### config.mk
export PLATFORM = sky130hd
export DESIGN_NAME = usrc_top
export DESIGN_NICKNAME = d
export VERILOG_FILES = /design/src/common/usrc_pkg.sv /design/src/design/usrc_setup_latch.sv /design/src/design/usrc_top.sv
export SDC_FILE = /design/constraint.sdc
export NUM_CORES = 1
export LEC_CHECK = 0
export ABC_AREA = 1
export BUFFER_PORTS_ARGS = -buffer_cell sky130_fd_sc_hd__clkbuf_2
export CORE_AREA = 2 2 94 96
export DETAILED_ROUTE_END_ITERATION = 6
export DIE_AREA = 0 0 96 98
export PLACE_DENSITY = 0.78
export SLEW_MARGIN = 20
export SYNTH_ARGS = -nofsm -noshare
export SYNTH_HDL_FRONTEND = slang
export SYNTH_SLANG_ARGS = --single-unit
### constraint.sdc
create_clock -name core_clk -period 3.3 [get_ports core_clk]
set_input_delay 0.99 -clock core_clk [delete_from_list [all_inputs] [get_ports core_clk]]
set_output_delay 0.99 -clock core_clk [all_outputs]
set_load 0.01 [all_outputs]
### src/common/usrc_pkg.sv
// Purpose: Shared constants for the setup request capture block
// Assumes: 16-bit register port, byte addresses as printed
// Notes: All registers here are read-only to software
package usrc_pkg;
    // Register byte offsets
    localparam logic [7:0] USRC_OFF_UFRAME = 8'h4e;
    localparam logic [7:0] USRC_OFF_ADDR = 8'h50;
    localparam logic [7:0] USRC_OFF_REQTYPE = 8'h54;
    localparam logic [7:0] USRC_OFF_VALUE = 8'h56;
    localparam logic [7:0] USRC_OFF_INDEX = 8'h58;
    localparam logic [7:0] USRC_OFF_LENGTH = 8'h5a;
    // Field widths and reset values
    localparam int USRC_UFRAME_W = 3;
    localparam int USRC_ADDR_W = 7;
    localparam logic [6:0] USRC_ADDR_RESET = 7'h00;
    localparam logic [15:0] USRC_REG_RESET = 16'h0000;
    // Number of setup packet bytes
    localparam int USRC_SETUP_BYTES = 8;
endpackage : usrc_pkg

### src/design/usrc_setup_latch.sv
// Purpose: Holds the eight setup bytes as one atomic snapshot
// Assumes: Capture strobe comes from logic on core_clk
// Notes: Byte 0 is bmRequestType, bytes in USB wire order
`timescale 1ns/1ps
module usrc_setup_latch (
    // Clock and reset
    input wire logic core_clk,
    input wire logic rst_n,
    // Capture side
    input wire logic capture,
    input wire logic [63:0] setup_bytes,
    // Snapshot out
    output logic [63:0] held_bytes
);
    import usrc_pkg::*;
    // One flop bank per byte, all loaded by the same strobe
    genvar gi;
    generate
        for (gi = 0; gi < USRC_SETUP_BYTES; gi++) begin : g_byte
            always_ff @(posedge core_clk or negedge rst_n) begin
                if (!rst_n) begin
                    held_bytes[gi*8 +: 8] <= 8'h00;
                end else if (capture) begin
                    held_bytes[gi*8 +: 8] <= setup_bytes[gi*8 +: 8];
                end
            end
        end
    endgenerate
endmodule : usrc_setup_latch

### src/design/usrc_top.sv
// Purpose: Setup request, device address and microframe capture
// Assumes: Events come in as one-cycle strobes on core_clk
// Notes: Register reads return data one cycle after the strobe
// Notes: Writes are taken on the bus but change nothing
// Notes on behaviour
// - Show live microframe number at Hi-Speed
// - Microframe in bits 2-0, rest zero
// - Load address only after set-address completes
// - Bus reset clears device address to zero
// - bRequest goes to upper request byte
// - bmRequestType goes to lower byte, 54H
// - Software writes to setup fields ignored
// - wValue stored, low byte bits 7-0
// - wIndex stored, low byte bits 7-0
// - wLength stored, low byte bits 7-0
`timescale 1ns/1ps
module usrc_top (
    // Clock and reset
    input wire logic core_clk,
    input wire logic rstn,
    // Link-side events
    input wire logic hi_speed,
    input wire logic microframe_tick,
    input wire logic sof_seen,
    input wire logic bus_reset,
    input wire logic set_address_done,
    input wire logic [usrc_pkg::USRC_ADDR_W-1:0] new_address,
    input wire logic setup_received,
    input wire logic [63:0] setup_packet,
    // Register port
    input wire logic reg_rd,
    input wire logic reg_wr,
    input wire logic [7:0] reg_addr,
    input wire logic [15:0] reg_wdata,
    output logic [15:0] reg_rdata,
    output logic reg_rvalid,
    // Status outputs
    output logic [usrc_pkg::USRC_ADDR_W-1:0] device_address_field
);
    import usrc_pkg::*;

    // Reset release synchroniser
    // Both flops clear together; release lands two edges late, on one edge for all
    logic rst_meta_r;
    logic rst_n;
    always_ff @(posedge core_clk or negedge rstn) begin
        if (!rstn) begin
            rst_meta_r <= 1'b0;
            rst_n <= 1'b0;
        end else begin
            rst_meta_r <= 1'b1;
            rst_n <= rst_meta_r;
        end
    end

    // Microframe counter, wraps every eight microframes
    // Tick and SOF are core_clk strobes from the link logic, so no synchroniser
    logic [USRC_UFRAME_W-1:0] microframe_count_field;
    always_ff @(posedge core_clk or negedge rst_n) begin
        if (!rst_n) begin
            microframe_count_field <= '0;
        end else if (!hi_speed || sof_seen) begin
            // Full-Speed holds zero; SOF realigns to microframe 0
            microframe_count_field <= '0;
        end else if (microframe_tick) begin
            microframe_count_field <= microframe_count_field + 3'h1;
        end
    end

    // Device address; bus reset wins since it resets the whole link
    // A level bus reset keeps the address at zero for as long as it stands
    always_ff @(posedge core_clk or negedge rst_n) begin
        if (!rst_n) begin
            device_address_field <= USRC_ADDR_RESET;
        end else if (bus_reset) begin
            device_address_field <= USRC_ADDR_RESET;
        end else if (set_address_done) begin
            device_address_field <= new_address;
        end
    end

    // Atomic snapshot of setup bytes
    // The capture strobe is the only load, so software cannot touch it
    logic [63:0] held_bytes;
    usrc_setup_latch u_latch (
        .core_clk(core_clk),
        .rst_n(rst_n),
        .capture(setup_received),
        .setup_bytes(setup_packet),
        .held_bytes(held_bytes)
    );

    // Field views of the snapshot
    // Pure wiring; the low-order byte of each word sits in bits 7-0
    logic [15:0] setup_request_type_reg;
    logic [15:0] setup_value_reg;
    logic [15:0] setup_index_reg;
    logic [15:0] setup_length_reg;
    assign setup_request_type_reg = {held_bytes[15:8], held_bytes[7:0]};
    assign setup_value_reg = {held_bytes[31:24], held_bytes[23:16]};
    assign setup_index_reg = {held_bytes[47:40], held_bytes[39:32]};
    assign setup_length_reg = {held_bytes[63:56], held_bytes[55:48]};

    // Read mux; writes are never decoded, so they cannot disturb state
    // Unmapped offsets read zero so every strobe still gets an answer
    logic [15:0] rdata_nxt;
    always_comb begin
        rdata_nxt = USRC_REG_RESET;
        case (reg_addr)
            USRC_OFF_UFRAME: rdata_nxt = {13'h0000, microframe_count_field};
            USRC_OFF_ADDR: rdata_nxt = {9'h000, device_address_field};
            USRC_OFF_REQTYPE: rdata_nxt = setup_request_type_reg;
            USRC_OFF_VALUE: rdata_nxt = setup_value_reg;
            USRC_OFF_INDEX: rdata_nxt = setup_index_reg;
            USRC_OFF_LENGTH: rdata_nxt = setup_length_reg;
            default: rdata_nxt = USRC_REG_RESET;
        endcase
    end

    // Registered read data
    // Data stands between reads; a capture in the read cycle shows the older packet
    always_ff @(posedge core_clk or negedge rst_n) begin
        if (!rst_n) begin
            reg_rdata <= USRC_REG_RESET;
            reg_rvalid <= 1'b0;
        end else begin
            reg_rvalid <= reg_rd;
            if (reg_rd) begin
                reg_rdata <= rdata_nxt;
            end
        end
    end

    // Assertions, all on core_clk and idle while the internal reset is low

    // Shadow copy of the last setup packet; kept apart from the latch so
    // the read checks below do not lean on the logic that they judge
    logic [63:0] chk_setup_r;
    always_ff @(posedge core_clk or negedge rst_n) begin
        if (!rst_n) begin
            chk_setup_r <= '0;
        end else if (setup_received) begin
            chk_setup_r <= setup_packet;
        end
    end

    // Bus reset clears the address, even against a set-address
    a_addr_bus_reset: assert property (@(posedge core_clk) disable iff (!rst_n)
        bus_reset |=> device_address_field == USRC_ADDR_RESET)
        else $error("address not cleared");
    // Completed set-address loads the address offered with it
    a_addr_load: assert property (@(posedge core_clk) disable iff (!rst_n)
        set_address_done && !bus_reset |=> device_address_field == $past(new_address))
        else $error("address not loaded");
    // Nothing else may move the address
    a_addr_hold: assert property (@(posedge core_clk) disable iff (!rst_n)
        !set_address_done && !bus_reset |=> $stable(device_address_field))
        else $error("address changed without cause");
    // Address read shows the field with zeros above it
    a_addr_read: assert property (@(posedge core_clk) disable iff (!rst_n)
        reg_rd && reg_addr == USRC_OFF_ADDR |=> reg_rdata == {9'h000, $past(device_address_field)})
        else $error("address read mismatch");

    // Microframe advances by one per tick at Hi-Speed
    a_ufr_step: assert property (@(posedge core_clk) disable iff (!rst_n)
        hi_speed && microframe_tick && !sof_seen |=>
        microframe_count_field == $past(microframe_count_field) + 3'h1)
        else $error("microframe not advanced");
    // SOF realigns the count to zero
    a_ufr_sof: assert property (@(posedge core_clk) disable iff (!rst_n)
        sof_seen |=> microframe_count_field == 3'h0)
        else $error("microframe not realigned");
    // Full-Speed shows zero
    a_ufr_full_speed: assert property (@(posedge core_clk) disable iff (!rst_n)
        !hi_speed |=> microframe_count_field == 3'h0)
        else $error("microframe not zero at full speed");
    // Without tick or SOF the count stands still
    a_ufr_hold: assert property (@(posedge core_clk) disable iff (!rst_n)
        hi_speed && !microframe_tick && !sof_seen |=> $stable(microframe_count_field))
        else $error("microframe changed without tick");
    // Read shows the count in bits 2-0 and zeros above
    a_ufr_read: assert property (@(posedge core_clk) disable iff (!rst_n)
        reg_rd && reg_addr == USRC_OFF_UFRAME |=>
        reg_rvalid && reg_rdata == {13'h0000, $past(microframe_count_field)})
        else $error("microframe read mismatch");

    // Each setup read returns the packet captured before the read edge
    a_req_type: assert property (@(posedge core_clk) disable iff (!rst_n)
        reg_rd && reg_addr == USRC_OFF_REQTYPE |=> reg_rdata == $past(chk_setup_r[15:0]))
        else $error("request type mismatch");
    a_value_read: assert property (@(posedge core_clk) disable iff (!rst_n)
        reg_rd && reg_addr == USRC_OFF_VALUE |=> reg_rdata == $past(chk_setup_r[31:16]))
        else $error("value mismatch");
    a_index_read: assert property (@(posedge core_clk) disable iff (!rst_n)
        reg_rd && reg_addr == USRC_OFF_INDEX |=> reg_rdata == $past(chk_setup_r[47:32]))
        else $error("index mismatch");
    a_length_read: assert property (@(posedge core_clk) disable iff (!rst_n)
        reg_rd && reg_addr == USRC_OFF_LENGTH |=> reg_rdata == $past(chk_setup_r[63:48]))
        else $error("length mismatch");
    // All eight bytes land from the same strobe
    a_setup_capture: assert property (@(posedge core_clk) disable iff (!rst_n)
        setup_received |=> held_bytes == $past(setup_packet))
        else $error("setup bytes not captured together");
    // A write without a setup strobe leaves the snapshot held
    a_setup_wr_ignored: assert property (@(posedge core_clk) disable iff (!rst_n)
        reg_wr && !setup_received |=> $stable(held_bytes))
        else $error("write changed setup");

    // Read handshake: valid exactly one cycle after each strobe
    a_rvalid_pulse: assert property (@(posedge core_clk) disable iff (!rst_n)
        reg_rd |=> reg_rvalid)
        else $error("read not answered");
    a_rvalid_idle: assert property (@(posedge core_clk) disable iff (!rst_n)
        !reg_rd |=> !reg_rvalid)
        else $error("answer without read");
    // Read data stands until the next read
    a_rdata_hold: assert property (@(posedge core_clk) disable iff (!rst_n)
        !reg_rd |=> $stable(reg_rdata))
        else $error("read data changed without read");
endmodule : usrc_top

Word-level counts from Yosys, hierarchy flattened

Cells that the tools add are included.

Register bits: 93
Latch bits: 0
Memory bits (writable): 0
Bits in read-only memories: 0
Input port bits: 105
Output and inout bits: 24
Word-level logic and storage cells: 30
Memories: 0

Add/subtract/negate cells: 1
$mul: 0
Div/mod/pow operators: 0
$lt $le $gt $ge: 0
Equality and inequality tests: 6
Shifts and indexed selects: 0
Mux-type cells: 5
Bitwise logic cells: 0
Reduce and logical (&&, ||, !) cells: 4

Operator list:

| cell                                                             | number |
|---|---|
| 16-bit one-hot mux with 6 select lines                           | 1 |
| 8-bit by 7-bit == test with 1-bit output (second input constant) | 6 |
| 7-bit 2-to-1 mux                                                 | 2 |
| 3-bit 2-to-1 mux                                                 | 2 |
| 2-bit nonzero test                                               | 2 |
| 3-bit by 1-bit adder with 3-bit output (second input constant)   | 1 |
| 1-bit logical NOT                                                | 1 |
| 1-bit logical OR                                                 | 1 |

Longest topological paths before layout

Depth in word-level cells: 3
Depth in mapped cells: 9

Hierarchy

Synthesis repeated with hierarchy kept, for this count alone.

Cell total of the unflattened synthesis: 540
Area total of the unflattened synthesis: 4361.7 um^2

By module, submodules not included:

| module           | instances | cells an instance | area an instance (um^2) | seq. area each (um^2) |
|---|---|---|---|---|
| usrc_setup_latch | 1         | 270               | 2446.1                  | 1601.5 |
| usrc_top         | 1         | 270               | 1915.6                  | 725.7 |

Worst setup path after synthesis

No wires, ideal clock.

Kind: input port to flip-flop
Start: input port reg_addr[5]
End: register reg_rdata[3]
Data arrival time: 1722 ps
Setup slack: 1457 ps
Cell stages on the path: 9
Path buffers: 2
Cell sequence: inv_1 > nand2_1 > nor2_4 > buf_6 > buf_4 > nand3_1 > nand3_1 > o21bai_1 > nand2_1

Word-level cells in the longest chain between the ends: 2
Elaborated cells on any way between the ends: 7

Ends and longest elaborated chain:

| item                                     | RTL line        | source |
|---|---|---|
| from (decl)                              | usrc_top.sv:33  | `input wire logic [7:0] reg_addr,` |
| 8-bit by 7-bit == test with 1-bit output | usrc_top.sv:109 | `case (reg_addr)` |
| 16-bit one-hot mux with 6 select lines * | usrc_top.sv:109 |  |
| to (signal assigned)                     | usrc_top.sv:129 | `reg_rdata <= rdata_nxt;` |
| to (decl)                                | usrc_top.sv:35  | `output logic [15:0] reg_rdata,` |

Every way passes the cells marked *; elsewhere a longest branch is shown, timed or not.
A chain may end at the register's enable or synchronous reset.

Worst setup path after layout

Start: input port reg_addr[5]
End: register reg_rdata[15]

The elaborated chain is that of the path after synthesis.

==> flow_summary.json <==
{
  "outcome": "completed",
  "ctsRootBufferMaster": "clkbuf_8",
  "ys_ff_latch": 93,
  "finalPower_w": 0.00223,
  "netlist_area_um2": 4200,
  "fin_crit_sh_pct": 61.9,
  "final_common_cell": "clkbuf_2",
  "endpoint": "reg_rdata[15]",
  "tns_ps": 0,
  "ctsResizeCount": 0,
  "r2r_slack_ps": 2310,
  "irDropWorstVdd_mv": 0.289,
  "initial_core_util_pct": 49.7,
  "slowest_stage": "nor2_4",
  "r2r-start": "microframe_count_field[0]",
  "crit_path_start_kind": "primary input",
  "cts_buffers": 9,
  "postCtsHoldBufs": 0,
  "cts_sinks": 93,
  "p_per_area_nw_per_um2": 446,
  "cap_violations": 0,
  "clk_latency_ps": 350,
  "antenna_cells": 0,
  "io_pins": 129,
  "ant_nets": 0,
  "grt_use_total_pct": 21.1,
  "die_area_um2": 9410,
  "dieWidth_um": 96,
  "hold_viol_final": 0,
  "critPathBufInv": 2,
  "area_growth_pct": 19.1,
  "hold_path.class": "flip-flop to async pin",
  "syn_inst": 430,
  "grt_pass1_wl_um": 15300,
  "finClkSkew_ps": 14.6,
  "antenna_found_initial": 0,
  "arrival_ps": 2340,
  "cp_max_fo": 17,
  "fin_area_um2": 5010,
  "cp.depth": 8,
  "postSynthNetCount": 536,
  "rr_endpoint": "microframe_count_field[2]",
  "reg2reg_depth": 3,
  "num_vias": 3328,
  "grt_setup_unrepaired": "false",
  "mostFrequentLayoutCells": "clkbuf_2, dfrtp_1, nand2_1",
  "leakagePower_nw": 2.51,
  "required_ps": 3590,
  "fin_ws_ps": 1260,
  "cp_top_family": "simple AND/OR/NAND/NOR gates",
  "grt_max_degree": 92,
  "final_max_slew_viol_count": 0,
  "dp_hpwl_um": 6510,
  "cts_setup_buffers": 0,
  "cp-end-kind": "flip-flop",
  "critical_path.max_stage_delay_ps": 380,
  "clkTransAtPathRegs_ps": 100,
  "max_slew.worst_pin.slew_ps": 642,
  "drive_gt1_share_pct": 34.8,
  "finalWirelength_um": 9410,
  "hold_ws_ps": 322,
  "wire_per_inst_um": 14.5,
  "cp-startpoint": "reg_addr[5]",
  "timing.slew.headroom_pct": 57.1,
  "place_ws_ps": 884,
  "clock.fmax_mhz": 489,
  "setup_viol": 0,
  "post_dp_cell_area_um2": 4800,
  "clock_path_buffers": 2,
  "rows": 34,
  "critical_path_class": "primary input to flip-flop",
  "grt_pass1_vias": 3226,
  "detail_route.first_pass.iterations": 5,
  "seq_area_frac_synth_pct": 55.4,
  "routed_via_density": 5.13,
  "htreeDepth": 3,
  "synthDistinctLibCells": 25,
  "numPortBuffers": 111,
  "dr.first_iter.drc_count": 179,
  "coreArea_um2": 8470,
  "layout_min_cycle_time_ps": 2040,
  "crit_path_cell_trace": "clkbuf_2 -> inv_1 -> nand2_1 -> nor2_4 -> nand2_2 -> o21ai_0 -> o21ai_0 -> nand2_1",
  "cts_tree": "built",
  "avgSynthCellArea_um2": 9.78,
  "nNetsFinal": 642,
  "place.gp.congestion": 0.803,
  "drc": 0,
  "overflow": 0,
  "die_y_um": 98,
  "yosys_warnings": 0
}
## state kept, by name (all words and copies together) (netlist names)
register / flops
device_address_field: 7
rst_n: 1
reg_rvalid: 1
reg_rdata: 16
microframe_count_field: 3
u_latch.held_bytes: 64
rst_meta_r: 1
## per-stage QoR
stage          utilization (%)  instances
2_1_floorplan                -        430
3_3_place_gp              56.7        632
3_5_place_dp              56.7        632
4_1_cts                   58.8        648
5_1_grt                   59.2        649
6_report                  59.2        649
## metal layers
layer	up-vias	routed length [um]	GRT usage, %
met3	8	568	5.40
met4	0	96	5.60
li1	1637	-	-
met2	107	4480	32.3
met5	-	0	0
met1	1576	4270	30.0
## final cells by class
type / instances / area [um^2]
tap: 108 / 135
clock buffer: 10 / 128
multi-input combinational: 272 / 1570
clock inverter: 6 / 53.8
timing repair buffer: 116 / 626
sequential: 93 / 2330
inverter: 44 / 165
fill: 717 / 3460
## how the worst min path moves through the flow
stage	endpoint	start
2_1_floorplan	rst_n	rst_meta_r
3_3_place_gp	rst_n	rst_meta_r
3_5_place_dp	rst_n	rst_meta_r
4_1_cts	rst_n	rst_meta_r
5_1_grt	device_address_field[6]	rst_n
6_report	device_address_field[4]	rst_n
## cells in the mapped netlist
library cell | number | share of area (%)
o21ai_1 | 25 | 3.0
nand2_2 | 7 | 1.0
nor3_1 | 1 | 0.12
clkbuf_1 | 8 | 0.71
buf_8 | 1 | 0.36
inv_1 | 41 | 3.7
o21ai_0 | 43 | 5.1
nand2_1 | 65 | 5.8
mux2_2 | 38 | 10
inv_2 | 3 | 0.27
nand3_1 | 56 | 6.7
dfrtp_1 | 93 | 55
o21bai_1 | 4 | 0.71
buf_2 | 5 | 0.60
nand3_2 | 2 | 0.48
a21oi_1 | 5 | 0.60
xnor2_1 | 1 | 0.21
buf_4 | 2 | 0.36
nor2_2 | 1 | 0.15
ha_1 | 1 | 0.30
or2_0 | 1 | 0.15
buf_6 | 5 | 1.3
conb_1 | 1 | 0.089
nor2_4 | 5 | 1.3
nor2_1 | 16 | 1.4
## report_power, final
| part | internal, W | switching (W) | leakage (nW) |
|---|---|---|---|
| Sequential | 0.00123 | 0.0000502 | 1.15 |
| Clock | 0.000288 | 0.000421 | 0.0894 |
| Combinational | 0.000118 | 0.000130 | 1.27 |
## kinds of logic after synthesis
family | count (synthesis) | synth area share [%]
simple gates | 154 | 17.2
flops | 93 | 55.4
compound gates | 77 | 9.40
buf+inv | 65 | 7.29
mux | 38 | 10.2
fa+ha+maj | 1 | 0.298
other cells | 1 | 0.0892
xor+xnor | 1 | 0.208
Note: power is estimated with default switching activity, not from simulation.
